==> src/hdl/rss_pkg.sv <==
// Constants and types shared by the rotate/subtract/skip datapath.
// Assumes one core clock; operations arrive one per machine cycle.
package rss_pkg;
	localparam int RSS_DW = 8;
	localparam logic [7:0] RSS_ACC_RST = 8'h00;
	localparam logic [7:0] RSS_ALL_ONES = 8'hFF;
	localparam logic [7:0] RSS_ONE = 8'h01;
	localparam int RSS_MSB = 7;
	localparam int RSS_NIB = 4;
	localparam int RSS_AUX = 4;
	localparam int RSS_SKIP_CYCLES = 2;
	// Operation codes on the op port
	typedef enum logic [4:0] {
		RSS_OP_NONE,
		RSS_OP_RLC_MEM,
		RSS_OP_RLC_ACC,
		RSS_OP_RL_ACC,
		RSS_OP_RR_MEM,
		RSS_OP_RR_ACC,
		RSS_OP_RRC_MEM,
		RSS_OP_RRC_ACC,
		RSS_OP_SBB_ACC,
		RSS_OP_SBB_MEM,
		RSS_OP_SUB_ACC,
		RSS_OP_SUB_MEM,
		RSS_OP_SUB_IMM,
		RSS_OP_DSZ_MEM,
		RSS_OP_DSZ_ACC,
		RSS_OP_ISZ_MEM,
		RSS_OP_ISZ_ACC,
		RSS_OP_SKIP_BIT,
		RSS_OP_SET_BYTE,
		RSS_OP_SET_BIT,
		RSS_OP_SWAP_MEM
	} rss_op_e;
	// Issue state: normal or dummy cycle after taken skip
	typedef enum logic [0:0] {
		RSS_ST_RUN,
		RSS_ST_DUMMY
	} rss_state_e;
endpackage

==> src/hdl/rss_sub.sv <==
// Subtracter a + ~b + cin with overflow, zero, aux and carry.
// Assumes purely combinational use inside the datapath.
module rss_sub
	import rss_pkg::*;
#(
	parameter int W = RSS_DW
) (
	// Operands
	input wire logic [W-1:0] a,
	input wire logic [W-1:0] b,
	input wire logic cin,
	// Result and flags
	output logic [W-1:0] res,
	output logic ov,
	output logic z,
	output logic ac,
	output logic cy
);
	logic [W:0] sum;
	logic [RSS_AUX:0] low;
	// Full and low-nibble sums
	always_comb begin
		sum = {1'b0, a} + {1'b0, ~b} + {{W{1'b0}}, cin};
		low = {1'b0, a[RSS_AUX-1:0]} + {1'b0, ~b[RSS_AUX-1:0]} + {{RSS_AUX{1'b0}}, cin};
		res = sum[W-1:0];
		cy = sum[W];
		ac = low[RSS_AUX];
		z = (sum[W-1:0] == '0);
		ov = (a[W-1] == ~b[W-1]) && (sum[W-1] != a[W-1]);
	end
endmodule

==> src/hdl/rss_skip.sv <==
// Skip sequencer: a taken skip squashes the fetched next op for one dummy cycle.
// Assumes op_valid marks each op the fetch stage hands over.
module rss_skip
	import rss_pkg::*;
(
	// Clock and reset
	input wire logic clock,
	input wire logic rst,
	// Decision from the datapath
	input wire logic take,
	// Dummy-cycle marker
	output logic dummy_q
);
	rss_state_e state_q;
	// One dummy cycle follows each taken skip
	always_ff @(posedge clock or posedge rst) begin
		if (rst) begin
			state_q <= RSS_ST_RUN;
		end else begin
			case (state_q)
				RSS_ST_RUN: state_q <= take ? RSS_ST_DUMMY : RSS_ST_RUN; // see RQ10
				RSS_ST_DUMMY: state_q <= RSS_ST_RUN;
				default: state_q <= RSS_ST_RUN;
			endcase
		end
	end
	assign dummy_q = (state_q == RSS_ST_DUMMY);
endmodule

==> src/hdl/rss_datapath.sv <==
// Datapath for rotate, subtract, skip, set and swap operations.
// Assumes memory byte and operand arrive with op; writes go out registered.
// Function
// RQ1: Rotate left through carry to memory; old carry to bit 0, bit 7 to carry.
// RQ2: Rotate left through carry into accumulator; carry from bit 7; memory kept.
// RQ3: Rotate right memory, bit 0 into bit 7, flags kept.
// RQ4: Rotate right into accumulator, bit 0 into bit 7, memory and flags kept.
// RQ5: Rotate right through carry to memory; carry to bit 7, bit 0 to carry.
// RQ6: Rotate right through carry into accumulator; carry from bit 0.
// RQ7: Subtract with borrow acc + ~m + carry to acc or memory, four flags.
// RQ8: Subtract acc + ~m + 1 to acc or memory, four flags updated.
// RQ9: Immediate subtract acc + ~imm + 1 into acc, four flags updated.
// RQ10: Taken skip discards fetched op with dummy cycle: two cycles, else one.
// RQ11: Decrement memory, write back, skip when zero, flags kept.
// RQ12: Decrement into accumulator, memory kept, skip when zero.
// RQ13: Increment memory, write back, skip when wrapped zero, flags kept.
// RQ14: Increment into accumulator, memory kept, skip when zero.
// RQ15: Skip when selected memory bit is one; nothing modified.
// RQ16: Set byte writes all ones; set bit forces one bit; no flags.
// RQ17: Set bit writes only the selected position, other bits kept.
// RQ18: Swap nibbles of memory byte in place, no flags.
// RQ19: Rotate left into accumulator, bit 7 into bit 0, memory and flags kept.
// RQ20: Every op completes in one cycle; only taken skip adds a dummy.
// RQ21: Rotate-through-carry uses operand and carry as sampled at op start.
module rss_datapath
	import rss_pkg::*;
#(
	parameter int W = RSS_DW
) (
	// Clock and reset
	input wire logic clock,
	input wire logic rst,
	// Operation issue
	input wire logic op_valid,
	input wire rss_op_e op,
	input wire logic [2:0] bit_sel,
	input wire logic [W-1:0] mem_rdata,
	input wire logic [W-1:0] imm,
	// Memory write-back
	output logic mem_we_q,
	output logic [W-1:0] mem_wdata_q,
	// Architectural state
	output logic [W-1:0] accumulator_q,
	output logic carry_flag_q,
	output logic zero_flag_q,
	output logic aux_carry_flag_q,
	output logic overflow_flag_q,
	// Fetch squash for the dummy cycle
	output logic squash_q,
	output logic busy_q
);
	logic go;
	logic dummy;
	logic [W-1:0] sub_b;
	logic sub_cin;
	logic [W-1:0] sub_res;
	logic s_ov, s_z, s_ac, s_cy;
	logic [W-1:0] res;
	logic [W-1:0] dec_v, inc_v;
	logic wr_acc, wr_mem, wr_cy, wr_arith, take;
	logic next_cy;

	// An op fetched under a taken skip is dropped
	assign go = op_valid && !dummy; // see RQ10

	// Subtracter operand selection
	always_comb begin
		sub_b = (op == RSS_OP_SUB_IMM) ? imm : mem_rdata; // see RQ9
		sub_cin = (op == RSS_OP_SBB_ACC || op == RSS_OP_SBB_MEM) ? carry_flag_q : 1'b1; // see RQ7
	end

	rss_sub #(
		.W(W)
	) u_sub (
		.a(accumulator_q),
		.b(sub_b),
		.cin(sub_cin),
		.res(sub_res),
		.ov(s_ov),
		.z(s_z),
		.ac(s_ac),
		.cy(s_cy)
	);

	assign dec_v = mem_rdata - RSS_ONE;
	assign inc_v = mem_rdata + RSS_ONE;

	// Result, destination and skip decode
	always_comb begin
		res = mem_rdata;
		wr_acc = 1'b0;
		wr_mem = 1'b0;
		wr_cy = 1'b0;
		wr_arith = 1'b0;
		take = 1'b0;
		next_cy = carry_flag_q;
		case (op)
			RSS_OP_RLC_MEM: begin
				res = {mem_rdata[W-2:0], carry_flag_q}; // see RQ1
				next_cy = mem_rdata[W-1]; // see RQ21
				wr_mem = 1'b1;
				wr_cy = 1'b1;
			end
			RSS_OP_RLC_ACC: begin
				res = {mem_rdata[W-2:0], carry_flag_q}; // see RQ2
				next_cy = mem_rdata[W-1];
				wr_acc = 1'b1;
				wr_cy = 1'b1;
			end
			RSS_OP_RL_ACC: begin
				res = {mem_rdata[W-2:0], mem_rdata[W-1]}; // see RQ19
				wr_acc = 1'b1;
			end
			RSS_OP_RR_MEM: begin
				res = {mem_rdata[0], mem_rdata[W-1:1]}; // see RQ3
				wr_mem = 1'b1;
			end
			RSS_OP_RR_ACC: begin
				res = {mem_rdata[0], mem_rdata[W-1:1]}; // see RQ4
				wr_acc = 1'b1;
			end
			RSS_OP_RRC_MEM: begin
				res = {carry_flag_q, mem_rdata[W-1:1]}; // see RQ5
				next_cy = mem_rdata[0]; // see RQ21
				wr_mem = 1'b1;
				wr_cy = 1'b1;
			end
			RSS_OP_RRC_ACC: begin
				res = {carry_flag_q, mem_rdata[W-1:1]}; // see RQ6
				next_cy = mem_rdata[0];
				wr_acc = 1'b1;
				wr_cy = 1'b1;
			end
			RSS_OP_SBB_ACC, RSS_OP_SUB_ACC, RSS_OP_SUB_IMM: begin
				res = sub_res; // see RQ8
				wr_acc = 1'b1;
				wr_arith = 1'b1;
			end
			RSS_OP_SBB_MEM, RSS_OP_SUB_MEM: begin
				res = sub_res; // see RQ7
				wr_mem = 1'b1;
				wr_arith = 1'b1;
			end
			RSS_OP_DSZ_MEM: begin
				res = dec_v; // see RQ11
				wr_mem = 1'b1;
				take = (dec_v == '0);
			end
			RSS_OP_DSZ_ACC: begin
				res = dec_v; // see RQ12
				wr_acc = 1'b1;
				take = (dec_v == '0);
			end
			RSS_OP_ISZ_MEM: begin
				res = inc_v; // see RQ13
				wr_mem = 1'b1;
				take = (inc_v == '0);
			end
			RSS_OP_ISZ_ACC: begin
				res = inc_v; // see RQ14
				wr_acc = 1'b1;
				take = (inc_v == '0);
			end
			RSS_OP_SKIP_BIT: begin
				take = mem_rdata[bit_sel]; // see RQ15
			end
			RSS_OP_SET_BYTE: begin
				res = RSS_ALL_ONES; // see RQ16
				wr_mem = 1'b1;
			end
			RSS_OP_SET_BIT: begin
				res = mem_rdata | (RSS_ONE << bit_sel); // see RQ17
				wr_mem = 1'b1;
			end
			RSS_OP_SWAP_MEM: begin
				res = {mem_rdata[RSS_NIB-1:0], mem_rdata[W-1:RSS_NIB]}; // see RQ18
				wr_mem = 1'b1;
			end
			default: begin
				res = mem_rdata;
			end
		endcase
	end

	// Skip sequencer
	rss_skip u_skip (
		.clock(clock),
		.rst(rst),
		.take(go && take),
		.dummy_q(dummy)
	);

	// Accumulator update
	always_ff @(posedge clock or posedge rst) begin
		if (rst) begin
			accumulator_q <= RSS_ACC_RST;
		end else if (go && wr_acc) begin
			accumulator_q <= res; // see RQ20
		end
	end

	// Memory write strobe and data, one cycle per op
	always_ff @(posedge clock or posedge rst) begin
		if (rst) begin
			mem_we_q <= 1'b0;
			mem_wdata_q <= RSS_ACC_RST;
		end else begin
			mem_we_q <= go && wr_mem;
			if (go && wr_mem) begin
				mem_wdata_q <= res;
			end
		end
	end

	// Carry flag from rotates or subtracter
	always_ff @(posedge clock or posedge rst) begin
		if (rst) begin
			carry_flag_q <= 1'b0;
		end else if (go && wr_arith) begin
			carry_flag_q <= s_cy; // see RQ7
		end else if (go && wr_cy) begin
			carry_flag_q <= next_cy; // see RQ21
		end
	end

	// Overflow, zero and aux carry only from subtracts
	always_ff @(posedge clock or posedge rst) begin
		if (rst) begin
			overflow_flag_q <= 1'b0;
			zero_flag_q <= 1'b0;
			aux_carry_flag_q <= 1'b0;
		end else if (go && wr_arith) begin
			overflow_flag_q <= s_ov; // see RQ8
			zero_flag_q <= s_z;
			aux_carry_flag_q <= s_ac;
		end
	end

	// Squash marker mirrors the dummy cycle
	always_ff @(posedge clock or posedge rst) begin
		if (rst) begin
			squash_q <= 1'b0;
			busy_q <= 1'b0;
		end else begin
			squash_q <= go && take; // see RQ10
			busy_q <= go && take;
		end
	end

	// Checks
	rot_carry_a: assert property (@(posedge clock) disable iff (rst)
		go && op == RSS_OP_RLC_MEM |=> carry_flag_q == $past(mem_rdata[W-1])
			&& mem_wdata_q[0] == $past(carry_flag_q)) // see RQ1
		else $error("rotate left carry mismatch");
	rrc_acc_a: assert property (@(posedge clock) disable iff (rst)
		go && op == RSS_OP_RRC_ACC |=> accumulator_q[W-1] == $past(carry_flag_q)
			&& carry_flag_q == $past(mem_rdata[0]) && !mem_we_q) // see RQ6
		else $error("rotate right carry acc mismatch");
	rr_flags_a: assert property (@(posedge clock) disable iff (rst)
		go && (op == RSS_OP_RR_MEM || op == RSS_OP_RR_ACC) |=> $stable(carry_flag_q)
			&& $stable(zero_flag_q)) // see RQ3
		else $error("rotate right touched flags");
	rl_acc_a: assert property (@(posedge clock) disable iff (rst)
		go && op == RSS_OP_RL_ACC |=> accumulator_q == {$past(mem_rdata[W-2:0]),
			$past(mem_rdata[W-1])} && !mem_we_q) // see RQ19
		else $error("rotate left acc mismatch");
	sub_result_a: assert property (@(posedge clock) disable iff (rst)
		go && op == RSS_OP_SUB_ACC |=> accumulator_q == $past(accumulator_q - mem_rdata)
			&& zero_flag_q == (accumulator_q == '0)) // see RQ8
		else $error("subtract result mismatch");
	skip_dummy_a: assert property (@(posedge clock) disable iff (rst)
		go && take |=> dummy ##1 !dummy) // see RQ10
		else $error("skip dummy cycle wrong");
	no_skip_a: assert property (@(posedge clock) disable iff (rst)
		go && !take |=> !dummy) // see RQ20
		else $error("unexpected dummy cycle");
	dsz_zero_a: assert property (@(posedge clock) disable iff (rst)
		go && op == RSS_OP_DSZ_MEM && mem_rdata == RSS_ONE |=> mem_we_q
			&& mem_wdata_q == '0 && squash_q) // see RQ11
		else $error("decrement skip mismatch");
	set_bit_a: assert property (@(posedge clock) disable iff (rst)
		go && op == RSS_OP_SET_BIT |=> mem_wdata_q[$past(bit_sel)]
			&& (mem_wdata_q | (RSS_ONE << $past(bit_sel))) ==
			($past(mem_rdata) | (RSS_ONE << $past(bit_sel)))) // see RQ17
		else $error("set bit mismatch");
	swap_nib_a: assert property (@(posedge clock) disable iff (rst)
		go && op == RSS_OP_SWAP_MEM |=> mem_wdata_q == {$past(mem_rdata[RSS_NIB-1:0]),
			$past(mem_rdata[W-1:RSS_NIB])}) // see RQ18
		else $error("swap mismatch");
	skip_taken_c: cover property (@(posedge clock) go && take ##1 dummy);
	sub_borrow_c: cover property (@(posedge clock) go && op == RSS_OP_SBB_MEM && !carry_flag_q);
	isz_wrap_c: cover property (@(posedge clock) go && op == RSS_OP_ISZ_ACC && take);
endmodule

==> config.mk <==
export PLATFORM = sky130hd
export DESIGN_NAME = rss_datapath
export DESIGN_NICKNAME = d
export VERILOG_FILES = /design/src/hdl/rss_pkg.sv /design/src/hdl/rss_sub.sv /design/src/hdl/rss_skip.sv /design/src/hdl/rss_datapath.sv
export SDC_FILE = /design/constraint.sdc
export NUM_CORES = 1
export LEC_CHECK = 0
export ABC_AREA = 1
export BUFFER_PORTS_ARGS = -buffer_cell sky130_fd_sc_hd__buf_2
export CAP_MARGIN = 40
export CORE_MARGIN = 2
export CORE_UTILIZATION = 58
export DETAILED_ROUTE_END_ITERATION = 8
export GPL_TIMING_DRIVEN = 1
export PLACE_DENSITY = 0.82
export SYNTH_ARGS = -nofsm -noshare
export SYNTH_HDL_FRONTEND = slang
export SYNTH_HIERARCHICAL = 1
export SYNTH_SLANG_ARGS = --single-unit
==> constraint.sdc <==
create_clock -name clock -period 2.7 [get_ports clock]
set_input_delay 0.135 -clock clock [delete_from_list [all_inputs] [get_ports clock]]
set_output_delay 0.135 -clock clock [all_outputs]
set_load 0.03 [all_outputs]
# After elaboration in Yosys (flattened, before gate mapping)
# Cells that the tools add are included.
# word_totals
ff_bits	23
latchBits	0
mem_bits_rw	0
mem_bits_ro	0
in_bits	27
out_inout_bits	23
wordCells	83
n_memories	0
# classes
n_addsub	6
multipliers	0
div	0
magnitude_cmp	1
eq_ne	22
shift	1
mux	15
n_bitwise	5
n_reduce_logical	24
# op_table
cell	count
case mux 8 bit (10 select lines)	1
equality test 5 x 4 -> 1 bit (second input constant)	8
equality test 5 bit (second input constant)	5
logical NOT 8 bit	3
equality test 5 x 3 -> 1 bit (second input constant)	4
equality test 5 x 2 -> 1 bit (second input constant)	2
OR reduction 10 bit	1
OR reduction 2 bit	5
adder 8 x 8 -> 9 bit	1
adder 9 x 1 -> 9 bit	1
two-way mux 1 bit	9
OR reduction 9 bit	1
adder 8 x 1 -> 8 bit (second input constant)	1
two-way mux 8 bit	1
NOT 8 bit	1
bitwise OR 8 bit	1
left shift 1 x 3 -> 8 bit (first input constant)	1
subtractor 8 x 1 -> 8 bit (second input constant)	1
logical AND 1 bit	7
adder 4 x 4 -> 5 bit	1
adder 5 x 1 -> 5 bit	1
equality test 5 x 1 -> 1 bit (second input constant)	1
OR reduction 5 bit	1
< comparator 3 x 4 -> 1 bit (second input constant)	1
13 further kinds	15

# Logic depth before layout (Yosys ltp)
# Gate-level depths: netlist of the first run.
# logic_depth
word_depth	7
mapped_depth	23
depth_no_buf	23

# Hierarchy
# The synthesis of the first run kept the hierarchy.
# modules_own_cells
module	instances	cells_each	area_each_um2
rss_datapath	1	391	2307.2
rss_sub	1	99	525.5
rss_skip	1	4	38.8

# Least setup slack after synthesis of the first run
# OpenSTA, ideal clock, no wires.
# synth_timing
path_kind	input to register
startpoint	in op[0]
endpoint	reg zero_flag_q
arrival_ps	2555
required_time_ps	2575
setup_slack_ps	20
path_stages	16
n_path_buf	2
path_cell_list	buf_4 nor2_4 nand3_1 clkbuf_1 a21oi_1 inv_1 fa_1 inv_1 fa_1 nand2_1 nor2_1 nand3_1 nor2_2 nand2_1 nor2_2 mux2_2
# synth_via
elab_chain_len	6
# synth_lines
item	line_no	rtl
from (decl)	rss_datapath.sv:35	input wire rss_op_e op,
equality test 5 x 4 -> 1 bit	rss_datapath.sv:68	sub_b = (op == RSS_OP_SUB_IMM) ? imm : mem_rdata;
two-way mux 8 bit	rss_datapath.sv:68	
named net sub_b[0]	rss_datapath.sv:54	logic [W-1:0] sub_b;
NOT 8 bit	rss_sub.sv:23	sum = {1'b0, a} + {1'b0, ~b} + {{W{1'b0}}, cin};
adder 8 x 8 -> 9 bit	rss_sub.sv:23	
adder 9 x 1 -> 9 bit	rss_sub.sv:23	
logical NOT 8 bit	rss_sub.sv:28	z = (sum[W-1:0] == '0);
named net s_z	rss_datapath.sv:57	logic s_ov, s_z, s_ac, s_cy;
to (signal assigned)	rss_datapath.sv:234	zero_flag_q <= s_z;
to (decl)	rss_datapath.sv:45	output logic zero_flag_q,
# The timed path passes the listed nets, and every way through them passes these cells.
# A chain may end at the register's enable or synchronous reset.

# Final worst setup path of the first run
# layout_timing
startpoint	reg carry_flag_q
endpoint	reg mem_wdata_q[6]
# layout_via
elab_chain_len	3
# layout_lines
item	line_no	rtl
from (decl)	rss_datapath.sv:44	output logic carry_flag_q,
from (signal assigned)	rss_datapath.sv:220	carry_flag_q <= s_cy;
from (signal assigned)	rss_datapath.sv:222	carry_flag_q <= next_cy;
two-way mux 1 bit	rss_datapath.sv:69	sub_cin = (op == RSS_OP_SBB_ACC || op == RSS_OP_SBB_MEM) ? carry_flag_q : 1'b1;
named net sub_cin	rss_datapath.sv:55	logic sub_cin;
adder 9 x 1 -> 9 bit	rss_sub.sv:23	
named net sub_res[6]	rss_datapath.sv:56	logic [W-1:0] sub_res;
case mux 8 bit (10 select lines)	rss_datapath.sv:97	case (op)
to (signal assigned)	rss_datapath.sv:210	mem_wdata_q <= res;
to (decl)	rss_datapath.sv:41	output logic [W-1:0] mem_wdata_q,
# The timed path passes the listed nets, and every way through them passes these cells.

==> results.txt, run 1 <==
The run finished with clean final reports. The power density relative to cell area came out at 545 nW/um2. The detailed-route via count is 3,425. In the synthesized netlist the dominant register cell turns out to be dfrtp_1. Summed over all layers, the routed wires come to 8650 um. The arrival time at the worst endpoint is 2.67 ns. The final estimated routing congestion in global placement is 0.983. The most instantiated library cell after synthesis is nand2_1.

nand2_1 takes more of the synthesized area than any other cell. The horizontal die dimension is 74.4 um. After layout, the design draws a total of 1.78 mW. The number of storage elements in the synthesis netlist is 23. In the final routed layout, each cell accounts on average for 14.1 um. The post-synth design cell area came out at 2870 um2. TritonCTS built the clock tree.

The die covers 5530 um2. The mean number of vias per cell came out at 5.58. The first global-routing pass estimated 13,500 um of wire. The residual DRC count came out at 0. The number of buffers created by CTS came out at 3. The sequential area share after synthesis came out at 20.0%. The delay of the slowest cell on the worst path is 0.42 ns.

The maximum fanout along the worst path is 4. The number of buffer and inverter instances along the worst setup path is 4. Entering global routing, the biggest net connects 23 pins. The number of buffers on the longest clock path came out at 2. Grouping stages by cell kind, the critical path spends the most delay in simple AND/OR/NAND/NOR gates.

The sum of overflow across all layers after global routing came out at 0. The overall track demand over capacity in global routing came out at 31.7%. In the synthesized netlist, the number of instances is 494. The leakage dissipation is 1.91 nW. The synthesized net count is 534. The initial DRC count is 275. The sort of element at the end of the critical path is a register.

The number of global-route vias before repair is 2,997. The kind of critical path is reg -> reg. The largest individual stage delay along the critical path comes from the cell dfrtp_1. The later-pin clock latency in the skew report is 0.28 ns. Yosys mapped a number of flops with a built-in enable equal to 0. Clock-pin slew was measured on the worst setup and hold paths at 0.09 ns. The clock net sink count came out at 23. The starting density of the core came out at 60.4%.

The number of antenna violations at the first check in global routing is 0. The post-route clock skew is 0.00259 ns. The quantity of gates resized following cts is 0. The total count of max-transition violations in the final report is 0. Data on the critical path is required at its endpoint by 2.88 ns. Static timing analysis puts the maximum clock frequency at 402 MHz. The type of origin of the critical path is a register. The post-CTS setup repair buffer count came out at 0. The net total in the final layout came out at 588. The number of inserted diodes came out at 0. Synthesis instantiated 36 different standard cells from the library. Traced cell by cell, the critical path runs through inv_1 > nand4_1 > fa_1 > inv_1 > fa_1 > inv_1 > nand2_1 > nand2_1 > nand3_1 > nand2_1 > nand2_1 > nand2_1 > inv_1 > nand2_1 > nand3_1 > nor2_1 > nand3b_1 > nand2_1 > nand2_1. IR analysis of the VDD net gives a maximum drop of 0.376 mV.

The number of nets with antenna violations after routing came out at 0. Counting stages on the worst path, the most repeated cell is nand2_1. The measured slew at the worst slew-check pin is 0.791 ns.

The fraction of layout instances using a drive strength above 1 came out at 20.5%. The detailed placer's ending HPWL is 6860 um. The worst path in the final design needs a cycle of 2.49 ns, including I/O delays and setup. The depth of the CTS H-tree came out at 1. The count of hold-fix buffers inserted at cts is 1.

Setup repair after global routing left no endpoint under its margin. 50 I/O pins were placed. The row count came out at 25. The number of warnings reported in the yosys synthesis log came out at 6.

The number of hold-slack violations in the final timing report is 0. The height of the die came out at 74.4 um. The tree is rooted in a clkbuf_8.

After synthesis, the cell types taking the most area are nand2_1 (24%), dfrtp_1 (20%), nand3_1 (8.5%), inv_1 (8.0%), nor2_1 (6.3%). During placement, the flow inserted port buffers numbering 49. The worst pin sits at a relative slew slack of 47.2%. The region available for standard cell placement spans 4750 um2.

The area fraction of the dominant cell type after synthesis came out at 24.3%. The share of flip-flops with an asynchronous set or reset after synthesis came out at 100%. Relative to the synthesized area, the layout overhead comes to 13.7%. In this run the worst hold path is classified as in -> async. The total setup violations reported at the end of the flow came out at 0.

The total of max-cap violations came out at 0. The post-route clock period utilization came out at 92.2%. Sorting the synthesized cells by how often they occur yields nand2_1 (186), inv_1 (61), nand3_1 (49). The number of iterations in the first detailed-routing pass is 6. A synthesized cell averages 5.81 um2. The final setup TNS came out at 0 ns.
power by group:
part / internal [mW] / switching [mW] / total, mW
logic: 0.335 / 0.707 / 1.04
registers: 0.431 / 0.0821 / 0.513
clock network: 0.104 / 0.121 / 0.225
total: 0.870 / 0.911 / 1.78
cell usage in the layout, fill, tap and decap left out, types with 4 or more instances in the layout:
cell type,count
inv_2,7
nor2_2,6
nor2_1,48
nand2_1,186
inv_1,61
o211ai_1,4
nand4_1,13
nand2_2,19
nor2_4,6
dfrtp_1,23
buf_4,9
o21ai_0,9
a21oi_1,15
ha_1,11
nand3_1,49
buf_2,49
registers in the layout (all words and copies together) (netlist names):
signal,count
mem_we_q,1
u_skip/dummy_q,1
aux_carry_flag_q,1
accumulator_q,8
overflow_flag_q,1
busy_q,1
zero_flag_q,1
carry_flag_q,1
mem_wdata_q,8
routing by layer:
layer	vias up	wire length [um]	GRT usage, %
met5	-	0	0
met4	0	363	11.9
met3	39	1080	4.74
met2	220	3830	51.1
met1	1506	3380	42.9
li1	1660	-	-
worst min-delay path, delay by kind of cell:
| kind | cells | cell delay [ns] |
|---|---|---|
| buffers and inverters | 3 | 0.70 |
cell families after synthesis:
family                   share of synthesized area [%]
flip-flops                                        20.0
AND/OR/NAND/NOR                                   53.0
adder cells (fa/ha/maj)                           6.19
AO/OA/AOI/OAI                                     7.15
buffers and inverters                             12.1
XOR/XNOR                                         0.305
multiplexers                                      1.18
final timing paths:
check | from | cells past startpoint | to | slack [ns]
max | carry_flag_q | 19 | mem_wdata_q[6] | 0.21
min | rst | 3 | u_skip/dummy_q | 0.24
max reg2reg | carry_flag_q | 19 | mem_wdata_q[6] | 0.21
min reg2reg | u_skip/dummy_q | 1 | u_skip/dummy_q | 0.44
max in group asynchronous | rst | 3 | mem_wdata_q[4] | 1.65
min in group clock | op_valid | 5 | busy_q | 0.27
metrics by stage:
stage	worst slack (ns)	util [%]	hold WS (ns)	instance area [um2]	std cells
floorplan	0.0204	-	-0.136	2870	494
global placement	0.141	67.5	-0.0219	3210	609
detailed placement	0.0200	67.5	-0.0179	3210	609
CTS	0.259	68.7	0.245	3260	614
global route	0.0114	68.7	0.269	3260	614
finish	0.210	68.7	0.237	3260	614
area by class of cell:
cell class,count,area [um2]
Tap cell,67,83.8
Timing Repair Buffer,60,343
Fill cell,454,1490
Clock inverter,1,5.00
Multi-Input combinational cell,390,1950
Inverter,70,268
Sequential cell,23,576
Clock buffer,3,41.3
(Power assumes the default switching activity.)
==> inputs of run 2 (changes only) <==
--- a/config.mk
+++ b/config.mk
@@ -9,11 +9,10 @@
 export BUFFER_PORTS_ARGS = -buffer_cell sky130_fd_sc_hd__buf_2
 export CAP_MARGIN = 40
 export CORE_MARGIN = 2
-export CORE_UTILIZATION = 58
+export CORE_UTILIZATION = 57
 export DETAILED_ROUTE_END_ITERATION = 8
 export GPL_TIMING_DRIVEN = 1
-export PLACE_DENSITY = 0.82
+export PLACE_DENSITY = 0.81
 export SYNTH_ARGS = -nofsm -noshare
 export SYNTH_HDL_FRONTEND = slang
-export SYNTH_HIERARCHICAL = 1
 export SYNTH_SLANG_ARGS = --single-unit
==> results.txt, run 2 <==
The flow ran to the end, and the final reports show no timing, DRC or antenna violations. After Yosys synthesis, full adders, half adders and majority gates account for 6.56% of the synthesized area. The quantity of gates resized following cts came out at 0. The synthesized netlist devotes 8.73% of its cell area to compound gates. The total count of max-transition violations in the final report came out at 0. The final setup TNS came out at 0 ns. The worst path in the final design needs a cycle of 2.44 ns, including I/O delays and setup. By area the synthesized netlist is led by nand2_1 (24%), dfrtp_1 (21%), nand3_1 (11%), inv_1 (6.0%), ha_1 (5.1%). The tightest min-delay check is of the in -> reg type. The maximum fanout along the worst path is 3. In this run the mean area of a mapped cell was 5.89 um2.

After clock tree synthesis, the clock-pin slew on the worst setup and hold paths is 0.09 ns. The area fraction in and, or, nand and nor cells after synthesis is 51.0%. The row count is 25. Clock tree synthesis selected as its root buffer the cell clkbuf_8. In the synthesized netlist the dominant register cell turns out to be dfrtp_1. By count the netlist is led by nand2_1 (175), nand3_1 (58), inv_1 (43).

After detailed routing, the number of vias per cell comes to 5.69. The number of buffers created by CTS came out at 3. The most critical setup path has its endpoint at mem_wdata_q[6]. The sequential cell area is 576 um2. The total of max-cap violations is 0. After layout, the worst path uses 90.4% of the clock period. The average wire per standard cell is 14.7 um. The relative area change from synthesis to final layout came out at 14.5%. The area inside the core boundary is 4660 um2.

Setup slack on the worst reg-to-reg path comes out at 0.26 ns. The sort of element at the end of the critical path is a register. The post-route clock skew came out at 0.00834 ns. The number of iterations in the first detailed-routing pass came out at 5. The netlist uses 35 different library cells.

The synthesized design spends more area on one cell type than any other, namely nand2_1. After synthesis, the largest area contributor takes up 24.2% of total cell area. The detailed placer's ending HPWL came out at 6560 um. Summed over all layers, the global routing overflow is 0. Setup repair after global routing left no endpoint under its margin.

The number of enable flip-flop cells after synthesis came out at 0. The final layout contains routed wiring with a total length of 8330 um. The peak ir drop on the vdd network came out at 0.449 mV. In this run the remaining antenna-violating nets after routing total 0. In this run the horizontal extent of the chip is 73.0 um. STA classifies the critical path startpoint as a register. The start of the worst register-to-register path is accumulator_q[0].

The worst pin sits at a relative slew slack of 64.7%. The number of antenna violations at the first check in global routing is 0. Measured along the y axis, the die boundary spans 73.0 um. The area used by multi-input combinational logic is 1860 um2. The congestion estimate from routability-driven global placement came to 0.953. For the worst setup path, the data required time is 2.87 ns. After synthesis, the largest family of logic cells by area is simple AND/OR/NAND/NOR gates. The initial DRC count came out at 241.

During I/O placement, the number of pins put on the boundary was 50. The count of fill cells added during filler insertion came out at 443. The synthesized-area fraction occupied by xor and xnor cells came out at 2.26%. The routed layout has 3,219 vias.

The critical path starts at accumulator_q[0]. The power density relative to cell area is 556 nW/um2. The setup path with the least slack is of type reg -> reg.

The fraction of layout instances using a drive strength above 1 came out at 18.8%. The post-synth design cell area came out at 2710 um2. CTS built an H-tree with a depth of 1. The largest registers in the layout are accumulator_q (8), mem_wdata_q (8). The highest clock rate came out at 410 MHz. The sequential area share after synthesis came out at 21.2%. The count of hold-fix buffers inserted at cts came out at 1.

Yosys instantiated no cell more often than nand2_1. The mux cell area share after synthesis is 0%. The length in cells of the worst reg-to-reg path came out at 12. The final total power came out at 1.73 mW. The number of I/O port buffers is 49. The number of inserted diodes came out at 0. The post-CTS setup repair buffer count is 0. Clock latency on the worst-skew pair, taken at its later pin, is 0.27 ns. The measured slew at the worst slew-check pin is 0.527 ns.

Once the floorplan was initialized, standard cells occupied 58.1% of the core. The number of global-route vias before repair is 2,965. The net count of the finished layout is 553. The most common cell after layout, fill and taps aside is nand2_1. In the global route stage, overall resource usage came out at 33.4%.

For this design, the sink count on the clock tree is 23. Synthesis produced a netlist with a net count of 500. The number of warnings reported in the yosys synthesis log came out at 0.

The endpoint identified for the worst register-to-register timing path is mem_wdata_q[6]. The die footprint came out at 5320 um2. The number of buffers on the longest clock path is 2. The number of hold-slack violations in the final timing report was 0. The synthesized design contains 23 register bits. The total setup violations reported at the end of the flow is 0. The wire length of the first global-routing pass came out at 13,800 um. The number of standard cells after synthesis came out at 460.

The residual DRC count came out at 0. STA puts the critical path data arrival time at 2.61 ns. Entering global routing, the biggest net connects 15 pins.

In the layout the commonest cells are nand2_1 (175), nand3_1 (58), buf_2 (49), inv_1 (43), nor2_1 (33). The leakage dissipation is 1.79 nW. TritonCTS built the clock tree. The share of flip-flops with an asynchronous set or reset after synthesis came out at 100%.
[run 2: cell count changes after synthesis, moves of 9 or more]
cell	change
o21ai_0	+9
nand2_1	-11
nand3_1	+9
nor2_1	-15
inv_1	-18
nand2_2	-12
[run 2: routing by layer]
| metal | global-route usage (%) | wire [um] |
|---|---|---|
| met5 | 0 | 0 |
| met4 | 12.8 | 259 |
| met3 | 4.97 | 736 |
| met2 | 52.6 | 3770 |
| met1 | 46.3 | 3560 |
[run 2: layout make-up]
| cell class | count | area share, % |
|---|---|---|
| inverters | 53 | 6.49 |
| multi-input cells | 370 | 59.9 |
| clock inverters | 1 | 0.242 |
| well taps | 54 | 2.18 |
| clock buffers | 3 | 1.33 |
| flip-flops and latches | 23 | 18.5 |
| repair buffers | 62 | 11.4 |
[run 2: cells by family after synthesis]
| kind of cell | Yosys count |
|---|---|
| AND/OR/NAND/NOR | 309 |
| buffers and inverters | 67 |
| AO/OA/AOI/OAI | 41 |
| flip-flops | 23 |
| adder cells (fa/ha/maj) | 13 |
| XOR/XNOR | 7 |
[run 2: stage by stage]
| step | instance area (um2) | setup WS [ns] | cells | hold slack [ns] | utilization [%] |
|---|---|---|---|---|---|
| 2_1_floorplan | 2710 | 0.0167 | 460 | 0.137 | - |
| 3_3_place_gp | 3030 | 0.188 | 560 | 0.346 | 65.0 |
| 3_5_place_dp | 3050 | 0.0463 | 561 | 0.131 | 65.3 |
| 4_1_cts | 3100 | 0.270 | 566 | 0.303 | 66.6 |
| 5_1_grt | 3100 | 0.0543 | 566 | 0.375 | 66.6 |
| 6_report | 3100 | 0.260 | 566 | 0.316 | 66.6 |
[run 2: report_power, final]
group / leakage, nW / total, mW / switching [mW] / internal (mW)
logic: 1.47 / 1.00 / 0.682 / 0.319
clock network: 0.0217 / 0.219 / 0.115 / 0.104
registers: 0.291 / 0.506 / 0.0704 / 0.436
[run 2: how the worst min path moves through the flow]
stage	from	endpoint	slack, ns	cells after the start
5_1_grt	mem_rdata[7]	carry_flag_q	0.37	3
2_1_floorplan	rst	accumulator_q[0]	0.14	1
6_report	op_valid	u_skip.dummy_q	0.32	5
3_5_place_dp	rst	mem_wdata_q[7]	0.13	2
3_3_place_gp	rst	mem_wdata_q[5]	0.35	2
4_1_cts	op_valid	u_skip.dummy_q	0.30	5
[run 2: critical path, cell delays in order, from the launching register on]
cell,delay [ns]
dfrtp_1,0.39
inv_1,0.08
fa_1,0.45
fa_1,0.42
inv_1,0.08
nand3_1,0.10
nand2_1,0.13
a21oi_1,0.08
or2_2,0.29
nand3_1,0.08
nand3_1,0.11
nand2_1,0.08
nand2_1,0.04
